## config.mk

```make
export PLATFORM = sky130hd
export DESIGN_NAME = pmx_port_efg
export DESIGN_NICKNAME = d
export VERILOG_FILES = /design/src/rtl/pmx_pkg.sv /design/src/rtl/pmx_ovr_if.sv /design/src/rtl/pmx_port_efg.sv /design/src/rtl/pmx_pin_select.sv
export SDC_FILE = /design/constraint.sdc
export NUM_CORES = 1
export LEC_CHECK = 0
export BUFFER_PORTS_ARGS = -buffer_cell sky130_fd_sc_hd__clkbuf_2
export CAP_MARGIN = 30
export CORE_ASPECT_RATIO = 0.6
export CORE_MARGIN = 2
export CORE_UTILIZATION = 48
export CTS_BUF_LIST = sky130_fd_sc_hd__clkbuf_4 sky130_fd_sc_hd__clkbuf_8 sky130_fd_sc_hd__clkbuf_16
export CTS_CLUSTER_SIZE = 28
export DETAILED_ROUTE_END_ITERATION = 16
export PLACE_DENSITY = 0.81
export SETUP_SLACK_MARGIN = 0.05
export SYNTH_ARGS = -nofsm -noshare
export SYNTH_HDL_FRONTEND = slang
export SYNTH_HIERARCHICAL = 1
export SYNTH_SLANG_ARGS = --single-unit
```

## constraint.sdc

```tcl
create_clock -name clock -period 1.4 [get_ports clock]
set_clock_uncertainty 0.1 [all_clocks]
set_input_delay 0.07 -clock clock [delete_from_list [all_inputs] [get_ports clock]]
set_output_delay 0.07 -clock clock [all_outputs]
set_load 0.01 [all_outputs]
```

## src/rtl/pmx_pkg.sv

```systemverilog
package pmx_pkg;

  // ***************************************************************
  // Pin counts and bit positions
  // ***************************************************************
  localparam int PMX_PORT_W = 8;
  localparam int PMX_G_W    = 5;

  localparam int PE_RX   = 0;
  localparam int PE_TX   = 1;
  localparam int PE_XCK  = 2;
  localparam int PE_OCA  = 3;
  localparam int PE_OCB  = 4;
  localparam int PE_OCC  = 5;

  localparam int PF_TCK  = 4;
  localparam int PF_TMS  = 5;
  localparam int PF_TDO  = 6;
  localparam int PF_TDI  = 7;

  localparam int PG_WR   = 0;
  localparam int PG_RD   = 1;
  localparam int PG_ALE  = 2;
  localparam int PG_OSCO = 3;
  localparam int PG_OSCI = 4;

  // ***************************************************************
  // Reset values of the registered pin controls
  // ***************************************************************
  localparam logic [7:0] PMX_RST8 = 8'h00;
  localparam logic [4:0] PMX_RST5 = 5'h00;

  // Override mode of the whole block.
  typedef enum logic [1:0] {
    PMX_MODE_NORMAL = 2'b00,
    PMX_MODE_LEGACY = 2'b01,
    PMX_MODE_PROG   = 2'b10
  } pmx_mode_e;

endpackage

```

## src/rtl/pmx_ovr_if.sv

```systemverilog
`timescale 1ns/10ps
`default_nettype none

// ***************************************************************
// Override bundle of one 8-bit port
// ***************************************************************
interface pmx_ovr_if;
  logic [7:0] pullupOverrideEn;
  logic [7:0] pullupOverrideVal;
  logic [7:0] dirOverrideEn;
  logic [7:0] dirOverrideVal;
  logic [7:0] outValueOverrideEn;
  logic [7:0] outValueOverrideVal;
  logic [7:0] dinEnableOverrideEn;
  logic [7:0] dinEnableOverrideVal;
  modport src (output pullupOverrideEn, pullupOverrideVal, dirOverrideEn,
               dirOverrideVal, outValueOverrideEn, outValueOverrideVal,
               dinEnableOverrideEn, dinEnableOverrideVal);
  modport snk (input pullupOverrideEn, pullupOverrideVal, dirOverrideEn,
               dirOverrideVal, outValueOverrideEn, outValueOverrideVal,
               dinEnableOverrideEn, dinEnableOverrideVal);
endinterface

`default_nettype wire

```

## src/rtl/pmx_port_efg.sv

```systemverilog
`timescale 1ns/10ps
`default_nettype none

module pmx_port_efg
  import pmx_pkg::*;
(
  input  wire logic       clock,
  input  wire logic       resetn,
  input  wire logic       legacyMode,
  input  wire logic       globalPullupDisable,
  input  wire logic [7:0] portEData,
  input  wire logic [7:0] portEDir,
  input  wire logic [7:0] portFData,
  input  wire logic [7:0] portFDir,
  input  wire logic [4:0] portGData,
  input  wire logic [4:0] portGDir,
  input  wire logic       serial0ReceiverEnable,
  input  wire logic       serial0TransmitterEnable,
  input  wire logic       serial0TransmitPin,
  input  wire logic       serial0SyncModeSelect,
  input  wire logic       serial0ExtClockOut,
  input  wire logic       timer3CompareEnA,
  input  wire logic       timer3CompareEnB,
  input  wire logic       timer3CompareEnC,
  input  wire logic       timer3CompareOutA,
  input  wire logic       timer3CompareOutB,
  input  wire logic       timer3CompareOutC,
  input  wire logic [3:0] extIrqEnable,
  input  wire logic       progDownloadActive,
  input  wire logic       progSerialDataOut,
  input  wire logic       testPortEnable,
  input  wire logic       testShiftInstrState,
  input  wire logic       testShiftDataState,
  input  wire logic       testDataOut,
  input  wire logic       timer0AsyncClockSelect,
  input  wire logic       extMemoryEnable,
  input  wire logic       memWriteStrobe,
  input  wire logic       memReadStrobe,
  input  wire logic       memAddrLatchEnable,
  input  wire logic [7:0] portEPinIn,
  input  wire logic [7:0] portFPinIn,
  input  wire logic [4:0] portGPinIn,
  output logic      [7:0] portEPullup,
  output logic      [7:0] portEOutEn,
  output logic      [7:0] portEOut,
  output logic      [7:0] portEDinEnable,
  output logic      [7:0] portFPullup,
  output logic      [7:0] portFOutEn,
  output logic      [7:0] portFOut,
  output logic      [7:0] portFDinEnable,
  output logic      [4:0] portGPullup,
  output logic      [4:0] portGOutEn,
  output logic      [4:0] portGOut,
  output logic      [4:0] portGDinEnable,
  output logic            timerOscConnect,
  output logic      [7:0] portEIn,
  output logic      [7:0] portFIn,
  output logic      [4:0] portGIn,
  output logic            serial0ReceivePin,
  output logic            progSerialDataIn,
  output logic      [3:0] extIrqIn,
  output logic            timer3CaptureIn,
  output logic            timer3CountIn,
  output logic            serial0ExtClockIn,
  output logic      [3:0] analogPinPathF
);

  pmx_ovr_if ovrE ();
  pmx_ovr_if ovrF ();
  pmx_ovr_if ovrG ();

  logic [7:0] keepF;
  logic [7:0] gDinRaw;
  logic [7:0] gPuRaw;
  logic [7:0] gOeRaw;
  logic [7:0] gOvRaw;
  logic [7:0] fOeRaw;
  logic [7:0] eDinRaw;
  logic       rxForce;
  logic       txForce;
  logic       tdoDrive;
  logic       legacyG;

  // ***************************************************************
  // Port E overrides
  // ***************************************************************
  // Programming download borrows the receive and transmit pins.
  assign rxForce = serial0ReceiverEnable | progDownloadActive;
  assign txForce = serial0TransmitterEnable | progDownloadActive;

  always_comb
  begin
    ovrE.pullupOverrideEn    = 8'h00;
    ovrE.pullupOverrideVal   = 8'h00;
    ovrE.dirOverrideEn       = 8'h00;
    ovrE.dirOverrideVal      = 8'h00;
    ovrE.outValueOverrideEn  = 8'h00;
    ovrE.outValueOverrideVal = 8'h00;
    ovrE.dinEnableOverrideEn  = {extIrqEnable, 4'h0};
    ovrE.dinEnableOverrideVal = {extIrqEnable, 4'h0};
    ovrE.dirOverrideEn[PE_RX]     = rxForce;
    ovrE.pullupOverrideEn[PE_RX]  = rxForce;
    // Global disable wins over the data bit.
    ovrE.pullupOverrideVal[PE_RX] =
      portEData[PE_RX] & ~globalPullupDisable;
    ovrE.pullupOverrideEn[PE_TX]    = txForce;
    ovrE.dirOverrideEn[PE_TX]       = txForce;
    ovrE.dirOverrideVal[PE_TX]      = 1'b1;
    ovrE.outValueOverrideEn[PE_TX]  = txForce;
    ovrE.outValueOverrideVal[PE_TX] = progDownloadActive ?
                                      progSerialDataOut : serial0TransmitPin;
    ovrE.outValueOverrideEn[PE_XCK]  = serial0SyncModeSelect;
    ovrE.outValueOverrideVal[PE_XCK] = serial0ExtClockOut;
    // The compare outputs are not provided in legacy mode.
    ovrE.outValueOverrideEn[PE_OCA]  = timer3CompareEnA & ~legacyMode;
    ovrE.outValueOverrideVal[PE_OCA] = timer3CompareOutA;
    ovrE.outValueOverrideEn[PE_OCB]  = timer3CompareEnB & ~legacyMode;
    ovrE.outValueOverrideVal[PE_OCB] = timer3CompareOutB;
    ovrE.outValueOverrideEn[PE_OCC]  = timer3CompareEnC & ~legacyMode;
    ovrE.outValueOverrideVal[PE_OCC] = timer3CompareOutC;
  end

  // ***************************************************************
  // Port F overrides
  // ***************************************************************
  assign tdoDrive = testShiftInstrState | testShiftDataState;

  always_comb
  begin
    ovrF.pullupOverrideEn    = 8'h00;
    ovrF.pullupOverrideVal   = 8'h00;
    ovrF.dirOverrideEn       = 8'h00;
    ovrF.dirOverrideVal      = 8'h00;
    ovrF.outValueOverrideEn  = 8'h00;
    ovrF.outValueOverrideVal = 8'h00;
    ovrF.dinEnableOverrideEn  = 8'h00;
    ovrF.dinEnableOverrideVal = 8'h00;
    if (testPortEnable)
    begin
      ovrF.pullupOverrideEn[7:4]   = 4'hF;
      ovrF.dirOverrideEn[7:4]      = 4'hF;
      ovrF.dinEnableOverrideEn[7:4] = 4'hF;
      ovrF.pullupOverrideVal[PF_TDI] = 1'b1;
      ovrF.pullupOverrideVal[PF_TMS] = 1'b1;
      ovrF.pullupOverrideVal[PF_TCK] = 1'b1;
      ovrF.dirOverrideVal[PF_TDO]    = tdoDrive;
      ovrF.outValueOverrideEn[PF_TDO]  = 1'b1;
      ovrF.outValueOverrideVal[PF_TDO] = testDataOut;
    end
  end

  // These pull-ups are held even while reset is asserted.
  always_comb
  begin
    keepF = 8'h00;
    keepF[PF_TDI] = testPortEnable;
    keepF[PF_TMS] = testPortEnable;
    keepF[PF_TCK] = testPortEnable;
  end

  // ***************************************************************
  // Port G overrides
  // ***************************************************************
  // Legacy mode behaves as if the memory strobes always own their pins.
  assign legacyG = legacyMode;

  always_comb
  begin
    ovrG.pullupOverrideEn    = 8'h00;
    ovrG.pullupOverrideVal   = 8'h00;
    ovrG.dirOverrideEn       = 8'h00;
    ovrG.dirOverrideVal      = 8'h00;
    ovrG.outValueOverrideEn  = 8'h00;
    ovrG.outValueOverrideVal = 8'h00;
    ovrG.dinEnableOverrideEn  = 8'h00;
    ovrG.dinEnableOverrideVal = 8'h00;
    if (extMemoryEnable | legacyG)
    begin
      ovrG.pullupOverrideEn[2:0]   = 3'h7;
      ovrG.dirOverrideEn[2:0]      = 3'h7;
      ovrG.dirOverrideVal[2:0]     = 3'h7;
      ovrG.outValueOverrideEn[2:0] = 3'h7;
      ovrG.outValueOverrideVal[PG_WR]  = memWriteStrobe;
      ovrG.outValueOverrideVal[PG_RD]  = memReadStrobe;
      ovrG.outValueOverrideVal[PG_ALE] = memAddrLatchEnable;
    end
    if (timer0AsyncClockSelect | legacyG)
    begin
      ovrG.pullupOverrideEn[4:3]    = 2'h3;
      ovrG.dirOverrideEn[4:3]       = 2'h3;
      ovrG.dinEnableOverrideEn[4:3] = 2'h3;
    end
  end

  // ***************************************************************
  // Per-bit selection
  // ***************************************************************
  pmx_pin_select u_sel_e (
    .clock         (clock),
    .resetn        (resetn),
    .ovr           (ovrE),
    .portData      (portEData),
    .portDir       (portEDir),
    .pullupDisable ({8{globalPullupDisable}}),
    .keepPullup    (8'h00),
    .pullupOn      (portEPullup),
    .driveEn       (portEOutEn),
    .driveVal      (portEOut),
    .dinEnable     (eDinRaw)
  );

  pmx_pin_select u_sel_f (
    .clock         (clock),
    .resetn        (resetn),
    .ovr           (ovrF),
    .portData      (legacyMode ? 8'h00 : portFData),
    .portDir       (legacyMode ? 8'h00 : portFDir),
    .pullupDisable ({8{globalPullupDisable}}),
    .keepPullup    (keepF),
    .pullupOn      (portFPullup),
    .driveEn       (fOeRaw),
    .driveVal      (portFOut),
    .dinEnable     (portFDinEnable)
  );

  pmx_pin_select u_sel_g (
    .clock         (clock),
    .resetn        (resetn),
    .ovr           (ovrG),
    .portData      ({3'h0, portGData}),
    .portDir       ({3'h0, portGDir}),
    .pullupDisable ({8{globalPullupDisable}}),
    .keepPullup    (8'h00),
    .pullupOn      (gPuRaw),
    .driveEn       (gOeRaw),
    .driveVal      (gOvRaw),
    .dinEnable     (gDinRaw)
  );

  // Legacy mode removes every drive on port F.
  assign portFOutEn = legacyMode ? 8'h00 : fOeRaw;
  assign portEDinEnable = eDinRaw;
  assign portGPullup    = gPuRaw[4:0];
  assign portGOutEn     = gOeRaw[4:0];
  assign portGOut       = gOvRaw[4:0];
  assign portGDinEnable = gDinRaw[4:0];

  // ***************************************************************
  // Input paths to the peripherals
  // ***************************************************************
  always_ff @(posedge clock)
  begin
    if (!resetn)
    begin
      portEIn <= PMX_RST8;
      portFIn <= PMX_RST8;
      portGIn <= PMX_RST5;
      timerOscConnect <= 1'b0;
      analogPinPathF <= 4'h0;
    end
    else
    begin
      portEIn <= portEPinIn & eDinRaw;
      portFIn <= portFPinIn & portFDinEnable;
      portGIn <= portGPinIn & gDinRaw[4:0];
      // Legacy mode hands the oscillator pins over as well.
      timerOscConnect <= timer0AsyncClockSelect | legacyG;
      analogPinPathF <= 4'hF;
    end
  end

  assign serial0ReceivePin = portEIn[PE_RX];
  assign progSerialDataIn  = portEIn[PE_RX];
  assign extIrqIn          = portEIn[7:4];
  assign timer3CaptureIn   = portEIn[7];
  assign timer3CountIn     = portEIn[6];
  assign serial0ExtClockIn = portEIn[PE_XCK];

endmodule

`default_nettype wire

```

## src/rtl/pmx_pin_select.sv

```systemverilog
`timescale 1ns/10ps
`default_nettype none

// ***************************************************************
// Per-bit override selection with registered pin controls
// ***************************************************************
module pmx_pin_select
  import pmx_pkg::*;
(
  input  wire logic       clock,
  input  wire logic       resetn,
  pmx_ovr_if.snk          ovr,
  input  wire logic [7:0] portData,
  input  wire logic [7:0] portDir,
  input  wire logic [7:0] pullupDisable,
  input  wire logic [7:0] keepPullup,
  output logic      [7:0] pullupOn,
  output logic      [7:0] driveEn,
  output logic      [7:0] driveVal,
  output logic      [7:0] dinEnable
);

  logic [7:0] pullupNext;
  logic [7:0] driveEnNext;
  logic [7:0] driveValNext;
  logic [7:0] dinNext;

  genvar b;
  generate
    for (b = 0; b < PMX_PORT_W; b++)
    begin : g_bit
      logic dirBit;
      logic valBit;
      // Each asserted enable picks its override value.
      assign dirBit = ovr.dirOverrideEn[b] ?
                      ovr.dirOverrideVal[b] : portDir[b];
      assign valBit = ovr.outValueOverrideEn[b] ?
                      ovr.outValueOverrideVal[b] : portData[b];
      assign pullupNext[b] = ovr.pullupOverrideEn[b] ?
                             ovr.pullupOverrideVal[b] :
                             (portData[b] & ~dirBit & ~pullupDisable[b]);
      assign driveEnNext[b]  = dirBit;
      assign driveValNext[b] = valBit;
      assign dinNext[b] = ovr.dinEnableOverrideEn[b] ?
                          ovr.dinEnableOverrideVal[b] : 1'b1;
    end
  endgenerate

  // Reset clears everything except pull-ups that must survive it.
  always_ff @(posedge clock)
  begin
    if (!resetn)
      pullupOn <= keepPullup;
    else
      pullupOn <= pullupNext | keepPullup;
  end

  always_ff @(posedge clock)
  begin
    if (!resetn)
    begin
      driveEn  <= PMX_RST8;
      driveVal <= PMX_RST8;
      dinEnable <= PMX_RST8;
    end
    else
    begin
      driveEn  <= driveEnNext;
      driveVal <= driveValNext;
      dinEnable <= dinNext;
    end
  end

endmodule

`default_nettype wire

```

==> impl_results.md <==
- Clock root cell: clkbuf_16
- GPL Wtd Cong: 0.799
- Top Layer Used: met4
- Post-Syn Instances: 387
- Ant. Diodes: 0
- Num CTS Buffers: 9
- CTS Sinks: 107
- Layout cells sized above 1: 0.360
- Number of global-route vias before repair: 4184
- Core area: 8590 µm²
- Most frequent cells in the layout: 210 x clkbuf_2, 134 x conb_1, 107 x dfxtp_1
- Mapped Area: 4290 µm²
- Vias/cell: 4.48
- DR WL met3: 826 µm
- Met2 WL: 6710 µm
- Clock slew at reported path FFs: 0.07 ns
- PortBufs: 211
- Placed Cells: 821
- Req. time, crit path: 1.59 ns
- Die X-Extent: 126 µm
- Vias: 4029
- Num rows: 26
- Leakage: 3.41 nW
- Syn. warnings: 6
- Fin crit share: 0.957
- Largest net degree at the start of global routing: 55
- Final setup viols: 0
- Post-DP HPWL: 7990 µm
- Iteration-0 DRC Markers: 110
- Antenna violations before repair: 0
- Minimum clock period: 1.34 ns
- CP arrival: 1.53 ns
- First-pass GRT wire length: 20500 µm
- CTS max path bufs: 2
- Worst hold-check path type: primary input to flop
- Final Hold Viols: 3
- Worst-Skew Late Latency: 0.34 ns
- Full die area: 9740 µm²
- Power Total: 7.01 mW
- I/O pin cnt: 212
- Area growth syn-to-layout: 57.8%
- Height of the die: 77.2 µm
- RSZ-0062 raised after global routing: no
- Setup_tns: 0 ns
- Initial Util: 0.500
- Commonest non-fill, non-tap cell in the layout: clkbuf_2
- Pre-antenna DRT Iters: 4
- H-tree levels: 3
- Status: finished, violations left
- Overall routed net length: 12800 µm
- GRT overflow: 0
- Final hold slack: -0.0462 ns
- Failing checks: negative hold slack
- Non-Filler Instances: 900
- TritonCTS clock tree: done
- Worst setup SP type: primary input
- Synthesized area per cell: 11.1 µm²
- Power Dens Cells: 1040 nW/µm²
- Layout Nets: 877
- Pins Over Slew Limit: 0
- Drt drc: 0
- Total GRT Usage: 0.266
- Critical Path Sink Type: flop
- Max Cap Viol: 0
- Final ANT Viol Nets: 0
- Metal1 wirelength: 5000 µm
- Critical path fanouts, max: 2
- Max Clk Rate: 746 MHz
- Peak supply drop: 629 µV
- Worst Path Class, Setup: primary input to flop
- Routed length per instance: 14.2 µm
[sequential cells by signal, summed over array words and instances, names as in the netlist, 8 cells and up]
signal	cells
u_sel_f/driveVal	8
portEIn	8
u_sel_f/driveEn	8
u_sel_e/driveEn	8
u_sel_e/driveVal	8
u_sel_e/pullupOn	8
u_sel_f/dinEnable	8
u_sel_f/pullupOn	8
portFIn	8
u_sel_e/dinEnable	8
[area by class of cell]
cell class,instances,area [µm²]
Multi-Input combinational cell,362,2320
Sequential cell,107,2140
Fill cell,553,1820
Timing Repair Buffer,283,1790
Clock buffer,9,225
Tap cell,112,140
Inverter,21,78.8
Clock inverter,6,73.8
[per-layer routing]
metal | GRT usage | up-vias
li1 | - | 1984
met4 | 0.0890 | 0
met1 | 0.283 | 1879
met5 | 0 | -
met3 | 0.0844 | 23
met2 | 0.500 | 143
[per-stage QoR]
step	utilization	cell area [µm²]	setup WS (ns)
3_5_place_dp	0.677	5810	0.0287
5_1_grt	0.788	6770	0.0542
6_report	0.788	6770	0.0597
2_1_floorplan	-	4790	0.147
4_1_cts	0.791	6790	0.0750
3_3_place_gp	0.677	5810	0.0843
[worst max-delay path, cell delays in order]
cell and delay [ns]:
dlygate4sd3_1 0.54, clkbuf_2 0.12, nand4bb_1 0.12, o21ai_1 0.13, dlygate4sd3_1 0.54
[what timing repair did]
| item | 4_1_cts | 5_1_grt |
|---|---|---|
| buffers inserted | 0 | 0 |
| resized for setup | 0 | 6 |
| hold endpoints to repair | 64 | 3 |
| hold buffers | 68 | 3 |
| endpoints found under the setup margin | 0 | 10 |
[final timing paths]
kind                                         from                          end  slack (ns)  cells past startpoint
hold reg to reg   u_sel_e/dinEnable[4]$_SDFF_PN0_        portEIn[4]$_SDFF_PN0_        0.39                      1
setup reg to reg  u_sel_f/dinEnable[4]$_SDFF_PN0_        portFIn[4]$_SDFF_PN0_        0.71                      1
setup / recovery                     portEData[3]  u_sel_e/pullupOn[3]$_DFF_P_        0.06                      5
hold / removal                        portEDir[4]  u_sel_e/pullupOn[4]$_DFF_P_       -0.05                      3
[where the power goes]
part	switching, mW	leakage (nW)	internal (mW)	total, mW
Sequential	0.0714	0.891	3.23	3.30
Combinational	0.558	2.37	0.600	1.16
Clock	1.15	0.146	1.40	2.55
Note: power is estimated with default switching activity, not from simulation.
